### config.mk
export PLATFORM = sky130hd
export DESIGN_NAME = scfg_top
export DESIGN_NICKNAME = d
export VERILOG_FILES = /design/src/verilog/scfg_pkg.sv /design/src/verilog/scfg_sync.sv /design/src/verilog/scfg_top.sv
export VERILOG_INCLUDE_DIRS = /design/src /design/src/verilog
export SDC_FILE = /design/constraint.sdc
export NUM_CORES = 1
export LEC_CHECK = 0
export BUFFER_PORTS_ARGS = -buffer_cell sky130_fd_sc_hd__buf_2
export CORE_UTILIZATION = 30
export DETAILED_ROUTE_END_ITERATION = 8
export PLACE_DENSITY = 0.51
export SKIP_LAST_GASP = 1
export SYNTH_ARGS = -nofsm -noshare
export SYNTH_HDL_FRONTEND = slang
export SYNTH_SLANG_ARGS = --single-unit
### constraint.sdc
create_clock -name clock_in -period 6.35 [get_ports clock_in]
set_input_delay 0.635 -clock clock_in [delete_from_list [all_inputs] [get_ports clock_in]]
set_output_delay 0.635 -clock clock_in [all_outputs]
set_load 0.05 [all_outputs]
### src/verilog/scfg_defines.svh
// indexes, reset values, bit positions and decode ranges
`ifndef SCFG_DEFINES_SVH
`define SCFG_DEFINES_SVH

// config keys at the index port
`define SCFG_KEY_ENTER      8'h44
`define SCFG_KEY_EXIT       8'haa

// config ports, full 16-bit isa addresses
`define SCFG_INDEX_PORT     16'h03f0
`define SCFG_DATA_PORT      16'h03f1

// register indexes
`define SCFG_IDX_OPTIONS    8'h05
`define SCFG_IDX_DRIVE_TYPE 8'h06
`define SCFG_IDX_BOOT_MEDIA 8'h07
`define SCFG_IDX_DEC_LOW    8'h08
`define SCFG_IDX_DEC_HIGH   8'h09
`define SCFG_IDX_THRESHOLD  8'h0a
`define SCFG_IDX_RSVD_B     8'h0b
`define SCFG_IDX_RSVD_C     8'h0c
`define SCFG_IDX_DEVICE_ID  8'h0d
`define SCFG_IDX_REVISION   8'h0e
`define SCFG_IDX_TEST       8'h0f

// power-up values
`define SCFG_RST_OPTIONS    8'h00
`define SCFG_RST_DRIVE_TYPE 8'hff
`define SCFG_RST_BOOT_MEDIA 8'h00
`define SCFG_RST_DEC_LOW    8'h00
`define SCFG_RST_DEC_HIGH   8'h00
`define SCFG_RST_THRESHOLD  8'h00
`define SCFG_RST_TEST       8'h00
`define SCFG_RSVD_READ      8'h00

// bit positions inside address_and_drive_options
`define SCFG_OPT_FDC_SEC    0
`define SCFG_OPT_IDE_SEC    1
`define SCFG_OPT_NONBURST   2
`define SCFG_OPT_DENS_LO    3
`define SCFG_OPT_DENS_HI    4
`define SCFG_OPT_SWAP       5
`define SCFG_OPT_EXT4       6
`define SCFG_OPT_DS3        7

// decode ranges, compared on address bits 15:3 or 15:1
`define SCFG_FDC_PRI_BASE   16'h03f0
`define SCFG_FDC_SEC_BASE   16'h0370
`define SCFG_IDE_PRI_BASE   16'h01f0
`define SCFG_IDE_SEC_BASE   16'h0170
`define SCFG_IDE_PRI_ALT    16'h03f6
`define SCFG_IDE_SEC_ALT    16'h0376

`endif

### src/verilog/scfg_pkg.sv
// types shared by the config register bank
package scfg_pkg;

    // config mode sequencer
    typedef enum logic [1:0] {
        SCFG_IDLE   = 2'b00,   // normal operation
        SCFG_KEY1   = 2'b01,   // first key seen
        SCFG_ACTIVE = 2'b10    // config mode open
    } scfg_mode_e;

    // whole state of the bank
    typedef struct packed {
        scfg_mode_e  mode;
        logic        iow_n_d;     // previous synced write strobe
        logic        ior_n_d;     // previous synced read strobe
        logic [7:0]  index;
        logic [7:0]  options;
        logic [7:0]  drive_type;
        logic [7:0]  boot_media;
        logic [7:0]  dec_low;
        logic [7:0]  dec_high;
        logic [7:0]  threshold;
        logic [7:0]  test;
        logic [7:0]  rd_data;
        logic        rd_oe;
        logic        fdc_cs;
        logic        ide_cs0;
        logic        ide_cs1;
        logic        gen_strobe;
        logic        drq;
        logic        irq;
        logic        density;
        logic [1:0]  drive_sel;
        logic        shared_pin;
        logic [3:0]  motor;
    } scfg_state_s;

endpackage : scfg_pkg

### src/verilog/scfg_sync.sv
// two-stage synchroniser for a bundle of pin inputs
`timescale 1ns/1ps
module scfg_sync #(
    parameter int WIDTH = 1
) (
    input  wire logic             clock_in,
    input  wire logic             rst_n_in,
    input  wire logic [WIDTH-1:0] async_in,
    input  wire logic [WIDTH-1:0] reset_value_in,
    output logic      [WIDTH-1:0] sync_out
);
    // both stages in one struct
    typedef struct packed {
        logic [WIDTH-1:0] meta;   // first stage, read only by second
        logic [WIDTH-1:0] sync;   // second stage
    } scfg_sync_s;

    scfg_sync_s st;
    scfg_sync_s next_st;
    logic [1:0]       idle_q;     // idle window shift

    // per-bit two flip-flop chain
    always_comb begin
        next_st.meta = async_in;
        next_st.sync = st.meta;
    end

    // stage flops clear to zero
    always_ff @(posedge clock_in or negedge rst_n_in) begin
        if (!rst_n_in) begin
            st <= '0;
        end else begin
            st <= next_st;
        end
    end

    // two-edge idle window, else zeroed stages look like a false edge
    always_ff @(posedge clock_in or negedge rst_n_in) begin
        if (!rst_n_in) begin
            idle_q <= 2'b11;
        end else begin
            idle_q <= {idle_q[0], 1'b0};
        end
    end

    // until the chain fills, show the given idle value
    assign sync_out = idle_q[1] ? reset_value_in : st.sync;
endmodule : scfg_sync

### src/verilog/scfg_top.sv
// indexed config register bank with isa decode and floppy options
// Operation
// - registers reachable only in config mode by index
// - two 44h writes enter, aah write exits
// - option bit 0 moves floppy to secondary range
// - option bit 1 moves ide to secondary range
// - option bit 2 gives per-byte request strobes
// - option bit 5 swaps drive and motor 0/1
// - option bit 6 gives encoded external drive selects
// - option bit 7 picks shared pin function
// - index 06h drive types, resets to ffh
// - index 07h boot drive and media polarity
// - index 08h decoder low bits, aen qualified
// - index 09h decoder high bits, a10 gated
// - index 0ah ecp fifo threshold, resets zero
// - indexes 0bh, 0ch reserved, read as 00h
// - index 0dh read-only device code
// - index 0eh read-only revision code
// - index 0fh test bits, reset zero
`timescale 1ns/1ps
`include "scfg_defines.svh"
module scfg_top #(
    parameter logic [7:0] DEVICE_CODE   = 8'h5a,  // arbitrary value
    parameter logic [7:0] REVISION_CODE = 8'h01   // arbitrary value
) (
    input  wire logic        clock_in,
    input  wire logic        rst_n_in,
    // isa host pins
    input  wire logic [15:0] isa_addr_in,
    input  wire logic [7:0]  isa_data_in,
    input  wire logic        isa_iow_n_in,
    input  wire logic        isa_ior_n_in,
    input  wire logic        isa_aen_in,
    output logic      [7:0]  isa_data_out,
    output logic             isa_data_oe_out,
    // chip selects
    output logic             floppy_controller_cs_out,
    output logic             ide_cs0_out,
    output logic             ide_cs1_out,
    output logic             general_decode_strobe_out,
    // parallel port status, same clock
    input  wire logic        ecp_mode_in,
    input  wire logic        parallel_direction_in,
    // floppy core side, same clock
    input  wire logic        fdc_drq_in,
    input  wire logic        fdc_irq_in,
    input  wire logic        fdc_fifo_en_in,
    input  wire logic        fdc_byte_done_in,
    input  wire logic        fdc_density_in,
    input  wire logic [3:0]  fdc_drive_sel_in,
    input  wire logic [3:0]  fdc_motor_in,
    // floppy pins
    output logic             floppy_dma_request_out,
    output logic             floppy_interrupt_request_out,
    output logic             density_select_out,
    output logic [1:0]       drive_select_out,
    output logic             parallel_direction_out,
    output logic [3:0]       motor_select_out,
    // register contents for the other functions
    output logic [7:0]       drive_type_setup_out,
    output logic [7:0]       boot_drive_media_polarity_out,
    output logic [7:0]       ecp_fifo_threshold_out,
    output logic [7:0]       test_control_out
);
    import scfg_pkg::*;

    localparam int SYNC_W = 27;   // addr, data, iow, ior, aen

    scfg_state_s st;              // registered state
    scfg_state_s next_st;         // next value

    logic [SYNC_W-1:0] pin_raw;   // raw pin bundle
    logic [SYNC_W-1:0] pin_idle;  // idle pin levels
    logic [SYNC_W-1:0] pin_sync;  // synced bundle
    logic [15:0] addr;            // synced address
    logic [7:0]  wdata;           // synced write data
    logic        iow_n;           // synced write strobe
    logic        ior_n;           // synced read strobe
    logic        aen;             // synced address enable

    // all host pins cross into the clock domain
    assign pin_raw  = {isa_addr_in, isa_data_in, isa_iow_n_in, isa_ior_n_in, isa_aen_in};
    assign pin_idle = {16'h0000, 8'h00, 1'b1, 1'b1, 1'b1};

    scfg_sync #(
        .WIDTH (SYNC_W)
    ) u_sync (
        .clock_in       (clock_in),
        .rst_n_in       (rst_n_in),
        .async_in       (pin_raw),
        .reset_value_in (pin_idle),
        .sync_out       (pin_sync)
    );

    assign addr  = pin_sync[26:11];
    assign wdata = pin_sync[10:3];
    assign iow_n = pin_sync[2];
    assign ior_n = pin_sync[1];
    assign aen   = pin_sync[0];

    // combinational helpers
    logic        wr_evt;          // falling edge of write strobe
    logic        rd_evt;          // falling edge of read strobe
    logic        io_cycle;        // host i/o cycle, dma excluded
    logic        at_index;        // index port addressed
    logic        at_data;         // data port addressed
    logic [15:0] fdc_base;        // active floppy base
    logic [15:0] ide_base;        // active ide base
    logic [15:0] ide_alt;         // active ide alternate pair
    logic [10:0] gen_addr;        // decoder compare address
    logic [7:0]  rd_mux;          // value read at current index
    logic [3:0]  sel_sw;          // drive selects after swap
    logic [3:0]  mot_sw;          // motors after swap
    logic [1:0]  sel_enc;         // encoded drive number
    logic        sel_any;         // some drive selected
    logic        no_strobe;       // suppress request this cycle

    // register read mux
    always_comb begin
        case (st.index)
            `SCFG_IDX_OPTIONS:    rd_mux = st.options;
            `SCFG_IDX_DRIVE_TYPE: rd_mux = st.drive_type;
            `SCFG_IDX_BOOT_MEDIA: rd_mux = st.boot_media;
            `SCFG_IDX_DEC_LOW:    rd_mux = st.dec_low;
            `SCFG_IDX_DEC_HIGH:   rd_mux = st.dec_high;
            `SCFG_IDX_THRESHOLD:  rd_mux = st.threshold;
            `SCFG_IDX_RSVD_B:     rd_mux = `SCFG_RSVD_READ;
            `SCFG_IDX_RSVD_C:     rd_mux = `SCFG_RSVD_READ;
            `SCFG_IDX_DEVICE_ID:  rd_mux = DEVICE_CODE;
            `SCFG_IDX_REVISION:   rd_mux = REVISION_CODE;
            `SCFG_IDX_TEST:       rd_mux = st.test;
            default:              rd_mux = 8'h00;             // unmapped index
        endcase
    end

    // next state of the bank
    always_comb begin
        next_st = st;
        next_st.iow_n_d = iow_n;
        next_st.ior_n_d = ior_n;
        io_cycle = !aen;
        wr_evt   = st.iow_n_d && !iow_n && io_cycle;
        rd_evt   = st.ior_n_d && !ior_n && io_cycle;
        at_index = (addr == `SCFG_INDEX_PORT);
        at_data  = (addr == `SCFG_DATA_PORT);

        // key sequence; any access between breaks it
        case (st.mode)
            SCFG_IDLE: begin
                if (wr_evt && at_index && wdata == `SCFG_KEY_ENTER) begin
                    next_st.mode = SCFG_KEY1;
                end
            end
            SCFG_KEY1: begin
                if (wr_evt && at_index && wdata == `SCFG_KEY_ENTER) begin
                    next_st.mode = SCFG_ACTIVE;
                end else if (wr_evt || rd_evt) begin
                    next_st.mode = SCFG_IDLE;
                end
            end
            SCFG_ACTIVE: begin
                if (wr_evt && at_index) begin
                    if (wdata == `SCFG_KEY_EXIT) begin
                        next_st.mode = SCFG_IDLE;
                    end else begin
                        next_st.index = wdata;
                    end
                end else if (wr_evt && at_data) begin
                    // writes land at current index
                    case (st.index)
                        `SCFG_IDX_OPTIONS:    next_st.options    = wdata;
                        `SCFG_IDX_DRIVE_TYPE: next_st.drive_type = wdata;
                        `SCFG_IDX_BOOT_MEDIA: next_st.boot_media = wdata;
                        `SCFG_IDX_DEC_LOW:    next_st.dec_low    = wdata;
                        `SCFG_IDX_DEC_HIGH:   next_st.dec_high   = wdata;
                        `SCFG_IDX_THRESHOLD:  next_st.threshold  = wdata;
                        `SCFG_IDX_TEST:       next_st.test       = wdata;
                        default: begin
                            // read-only and reserved ignore writes
                            next_st.index = st.index;
                        end
                    endcase
                end
            end
            default: begin
                next_st.mode = SCFG_IDLE;
            end
        endcase

        // data port read in config mode
        if (st.mode == SCFG_ACTIVE && at_data && !ior_n && io_cycle) begin
            next_st.rd_data = rd_mux;
            next_st.rd_oe   = 1'b1;
        end else begin
            next_st.rd_data = 8'h00;
            next_st.rd_oe   = 1'b0;
        end

        // chip selects, qualified by aen low
        fdc_base = st.options[`SCFG_OPT_FDC_SEC] ? `SCFG_FDC_SEC_BASE
                                                 : `SCFG_FDC_PRI_BASE;
        ide_base = st.options[`SCFG_OPT_IDE_SEC] ? `SCFG_IDE_SEC_BASE
                                                 : `SCFG_IDE_PRI_BASE;
        ide_alt  = st.options[`SCFG_OPT_IDE_SEC] ? `SCFG_IDE_SEC_ALT
                                                 : `SCFG_IDE_PRI_ALT;
        // config ports hidden from floppy while open
        next_st.fdc_cs  = io_cycle && (addr[15:3] == fdc_base[15:3]) &&
                          !(st.mode == SCFG_ACTIVE && (at_index || at_data));
        next_st.ide_cs0 = io_cycle && (addr[15:3] == ide_base[15:3]);
        next_st.ide_cs1 = io_cycle && (addr[15:1] == ide_alt[15:1]);

        // general decoder; a10 low outside ecp
        gen_addr = {addr[10] && ecp_mode_in, addr[9:0]};
        next_st.gen_strobe = io_cycle &&
                             (gen_addr == {st.dec_high[2:0], st.dec_low});

        // non-burst: drop request one cycle per byte
        no_strobe = st.options[`SCFG_OPT_NONBURST] && fdc_fifo_en_in &&
                    fdc_byte_done_in;
        next_st.drq = fdc_drq_in && !no_strobe;
        next_st.irq = fdc_irq_in && !no_strobe;

        // density override; reserved code passes through
        case ({st.options[`SCFG_OPT_DENS_HI], st.options[`SCFG_OPT_DENS_LO]})
            2'b10:   next_st.density = 1'b1;
            2'b11:   next_st.density = 1'b0;
            default: next_st.density = fdc_density_in;
        endcase

        // drive and motor swap of units 0 and 1
        if (st.options[`SCFG_OPT_SWAP]) begin
            sel_sw = {fdc_drive_sel_in[3:2], fdc_drive_sel_in[0], fdc_drive_sel_in[1]};
            mot_sw = {fdc_motor_in[3:2], fdc_motor_in[0], fdc_motor_in[1]};
        end else begin
            sel_sw = fdc_drive_sel_in;
            mot_sw = fdc_motor_in;
        end
        next_st.motor = mot_sw;

        // encode one-hot select for external decoder
        sel_any = |sel_sw;
        sel_enc = {sel_sw[3] || sel_sw[2], sel_sw[3] || sel_sw[1]};
        if (st.options[`SCFG_OPT_EXT4]) begin
            next_st.drive_sel = sel_enc;
        end else begin
            next_st.drive_sel = sel_sw[1:0];
        end

        // shared pin: third or fourth select, parallel direction, or in encoded mode any drive selected or low
        if (st.options[`SCFG_OPT_DS3]) begin
            next_st.shared_pin = st.options[`SCFG_OPT_EXT4] ? 1'b0 : sel_sw[3];
        end else if (ecp_mode_in) begin
            next_st.shared_pin = parallel_direction_in;
        end else begin
            // encoded mode: any drive selected
            next_st.shared_pin = st.options[`SCFG_OPT_EXT4] ? sel_any : sel_sw[2];
        end
    end

    // single state register with power-up values
    always_ff @(posedge clock_in or negedge rst_n_in) begin
        if (!rst_n_in) begin
            st            <= '0;
            st.mode       <= SCFG_IDLE;
            st.iow_n_d    <= 1'b1;
            st.ior_n_d    <= 1'b1;
            st.options    <= `SCFG_RST_OPTIONS;
            st.drive_type <= `SCFG_RST_DRIVE_TYPE;
            st.boot_media <= `SCFG_RST_BOOT_MEDIA;
            st.dec_low    <= `SCFG_RST_DEC_LOW;
            st.dec_high   <= `SCFG_RST_DEC_HIGH;
            st.threshold  <= `SCFG_RST_THRESHOLD;
            st.test       <= `SCFG_RST_TEST;
        end else begin
            st <= next_st;
        end
    end

    // outputs straight from state
    assign isa_data_out                  = st.rd_data;
    assign isa_data_oe_out               = st.rd_oe;
    assign floppy_controller_cs_out      = st.fdc_cs;
    assign ide_cs0_out                   = st.ide_cs0;
    assign ide_cs1_out                   = st.ide_cs1;
    assign general_decode_strobe_out     = st.gen_strobe;
    assign floppy_dma_request_out        = st.drq;
    assign floppy_interrupt_request_out  = st.irq;
    assign density_select_out            = st.density;
    assign drive_select_out              = st.drive_sel;
    assign parallel_direction_out        = st.shared_pin;
    assign motor_select_out              = st.motor;
    assign drive_type_setup_out          = st.drive_type;
    assign boot_drive_media_polarity_out = st.boot_media;
    assign ecp_fifo_threshold_out        = st.threshold;
    assign test_control_out              = st.test;
endmodule : scfg_top

==> flow_metrics.env <==
export IMPL_status="finished, final reports clean"
export IMPL_synth_area_um2=6320
export IMPL_critPathMaxFanout=24
export IMPL_fin_tns_setup_ps=0
export IMPL_drive_above_1_share_pct=42.3
export IMPL_clock_path_buffers=2
export IMPL_grt_pass1_wl_um=23700
export IMPL_rsz0062_at_grt="false"
export IMPL_cts_root_buf="clkbuf_16"
export IMPL_yosysMostFrequentCell="dfrtp_1"
export IMPL_seqCellArea_um2=3690
export IMPL_crit_path_start_kind="flop"
export IMPL_synth_area_top_cells="dfrtp_1 53%, mux2_2 13%, buf_4 5.5%"
export IMPL_numPortBuffers=98
export IMPL_hold_violations=0
export IMPL_tightest_slew_ps=873
export IMPL_synth_flop_cell="dfrtp_1"
export IMPL_drc_errors=0
export IMPL_cts_tree="done"
export IMPL_postCtsHoldBufs=0
export IMPL_combPwrFrac_pct=3.5
export IMPL_crit_arrival_ps=3220
export IMPL_die_h_um=147
export IMPL_areaGrowthSynthToFinish_pct=16.9
export IMPL_gp_congestion=0.829
export IMPL_htreeDepth=4
export IMPL_whs_ps=295
export IMPL_gr_total_overflow=0
export IMPL_ys_warn_count=0
export IMPL_synth_edf_count=0
export IMPL_n_fill_cell=2048
export IMPL_syn_nets=522
export IMPL_syn_area_per_cell_um2=13.2
export IMPL_first_pass_iters=7
export IMPL_vias=3928
export IMPL_yosysTopAreaCell="dfrtp_1"
export IMPL_ys_seq_area_share_pct=58.5
export IMPL_cts_sinks=147
export IMPL_switching_power_uw=485
export IMPL_ios=99
export IMPL_ant_nets=0
export IMPL_relSlewSlack_pct=41.8
export IMPL_power_density_nw_per_um2=282
export IMPL_post_cts_resized=0
export IMPL_min_period_over_period_pct=45.8
export IMPL_synth_ff_latch_count=147
export IMPL_skew_ps=6.34
export IMPL_cts_clk_slew_worst_paths_ps=60
export IMPL_synthTopCellsByCount="135 x dfrtp_1, 71 x mux2_2, 46 x buf_4"
export IMPL_routed_wirelength_um=14900
export IMPL_grt_usage_pct=14.7
export IMPL_max_freq_mhz=344
export IMPL_setup_viol=0
export IMPL_chipWidth_um=147
export IMPL_std_cell_rows=52
export IMPL_insertion_delay_ps=420
export IMPL_max_cap_violations=0
export IMPL_start_util_pct=30.9
export IMPL_clkPwrFrac_pct=49.8
export IMPL_drt_initial_drc_count=193
export IMPL_die_area_um2=21600
export IMPL_peakVddDrop_v=0.000196
export IMPL_coreArea_um2=20400
export IMPL_synth_cells=478
export IMPL_synth_top_area_share_pct=53.5
export IMPL_max_stage_delay_ps=850
export IMPL_crit_chain="nor3b_1 -> nand2_1 -> nor4_4 -> mux2_2"
export IMPL_dp_cells=787
export IMPL_multi_input_area_um2=2190
export IMPL_wl_per_cell_um=18.2
export IMPL_switching_share_pct=23.3
export IMPL_finish_utilization_pct=36.1
export IMPL_cts_made_buffers=17
export IMPL_cp_required_ps=6660
export IMPL_grt_pass1_vias=4070
export IMPL_worstSetupEndpointType="flop"
export IMPL_p_leak_uw=0.00345
export IMPL_dp_hpwl_um=10400
export IMPL_grt_max_degree=98
export IMPL_p_seq_share_pct=46.7
export IMPL_post_cts_buffers=0
export IMPL_finalMaxSlewViolations=0
export IMPL_synth_async_sr_flop_share_pct=100
export IMPL_cpMaxStageDelayCell="dfrtp_1"
export IMPL_antenna_cells=0
export IMPL_p_int_uw=1600
export IMPL_ys_types=56
export IMPL_layout_cells_non_filler=819
export IMPL_p_total_uw=2080
export IMPL_final_nets=580
export IMPL_hold_path_class="in -> async"
export IMPL_vias_per_cell=4.80
export IMPL_antenna_found_initial=0
export IMPL_critical_path_class="reg -> reg"
export IMPL_min_period_ps=2910
-- cells by family after synthesis --
logic type | Yosys count | share of synthesized area (%)
buffers and inverters | 68 | 6.89
XOR/XNOR | 10 | 1.39
AND/OR/NAND/NOR | 118 | 13.2
flip-flops | 147 | 58.5
multiplexers | 80 | 14.1
other | 1 | 0.0594
AO/OA/AOI/OAI | 54 | 5.90
-- layout make-up --
class	instances	area share [%]
flip-flops and latches	147	50.0
multi-input cells	263	29.6
repair buffers	102	7.14
clock buffers	19	6.14
well taps	270	4.58
clock inverters	13	2.22
inverters	5	0.254
-- power groups by stage --
stage               Combinational, uW  Clock [uW]  Sequential, uW
finish                           72.2        1040             973
global route                     81.1        1110             976
CTS                              74.5        1060             974
detailed placement               74.4           0             991
global placement                 73.3           0             990
floorplan                        29.1           0             990
-- stage by stage --
| stage | instance area, um2 | setup slack [ps] |
|---|---|---|
| global placement | 6760 | 3480 |
| detailed placement | 6760 | 3450 |
| global route | 7380 | 3270 |
| finish | 7380 | 3440 |
| CTS | 7380 | 3440 |
| floorplan | 6320 | 4050 |
-- registers in the layout, summed over array words and instances (netlist names), 2 cells and up --
| register | count |
|---|---|
| isa_data_out | 8 |
| st | 36 |
| u_sync.idle_q | 2 |
| u_sync.st | 27 |
| boot_drive_media_polarity_out | 8 |
| drive_type_setup_out | 8 |
| motor_select_out | 4 |
| ecp_fifo_threshold_out | 8 |
| u_sync.next_st | 27 |
| drive_select_out | 2 |
| test_control_out | 8 |
-- path summary, 6_finish.rpt --
| check | slack [ps] | start | cells after the start | end |
|---|---|---|---|---|
| max in group asynchronous | 4830 | rst_n_in | 2 | motor_select_out[0] |
| max reg2reg | 3440 | st[82] | 4 | ecp_fifo_threshold_out[1] |
| min reg2reg | 350 | u_sync.next_st[21] | 0 | u_sync.st[21] |
| max | 3440 | st[82] | 4 | ecp_fifo_threshold_out[1] |
| min in group clock_in | 310 | fdc_motor_in[2] | 1 | motor_select_out[2] |
| min | 300 | rst_n_in | 1 | motor_select_out[2] |
-- metal layers --
metal | GRT usage (%) | up-vias | part of all wire, %
met5 | 0 | - | 0
met4 | 4.59 | 0 | 1.1
met3 | 4.10 | 12 | 4.5
met2 | 23.0 | 113 | 48
met1 | 19.6 | 2001 | 46
li1 | - | 1802 | -
-- worst max-delay path, delay by kind of cell (launching register included) --
kind	cells	cell delay [ps]
DFF	1	850
muxes	1	410
and+or+nand+nor	3	1530
-- cell usage in the layout (no fill, tap or decap), types with 4 or more instances in the layout --
cell type,count
inv_6,5
dfstp_2,12
o21ai_0,6
xor2_1,5
a31oi_1,6
buf_2,97
and2_1,5
dfrtp_1,135
nor3_1,11
nor2b_1,14
buf_4,4
nand3b_1,5
nor2_1,14
clkbuf_16,17
xnor2_1,5
nor3_4,5
mux2_2,71
nand2_1,8
o2bb2ai_1,6
nand3_1,11
a21oi_1,14
mux2i_1,9
or4_1,5
nor4bb_1,6
inv_1,5
Note: power is estimated with default switching activity, not from simulation.
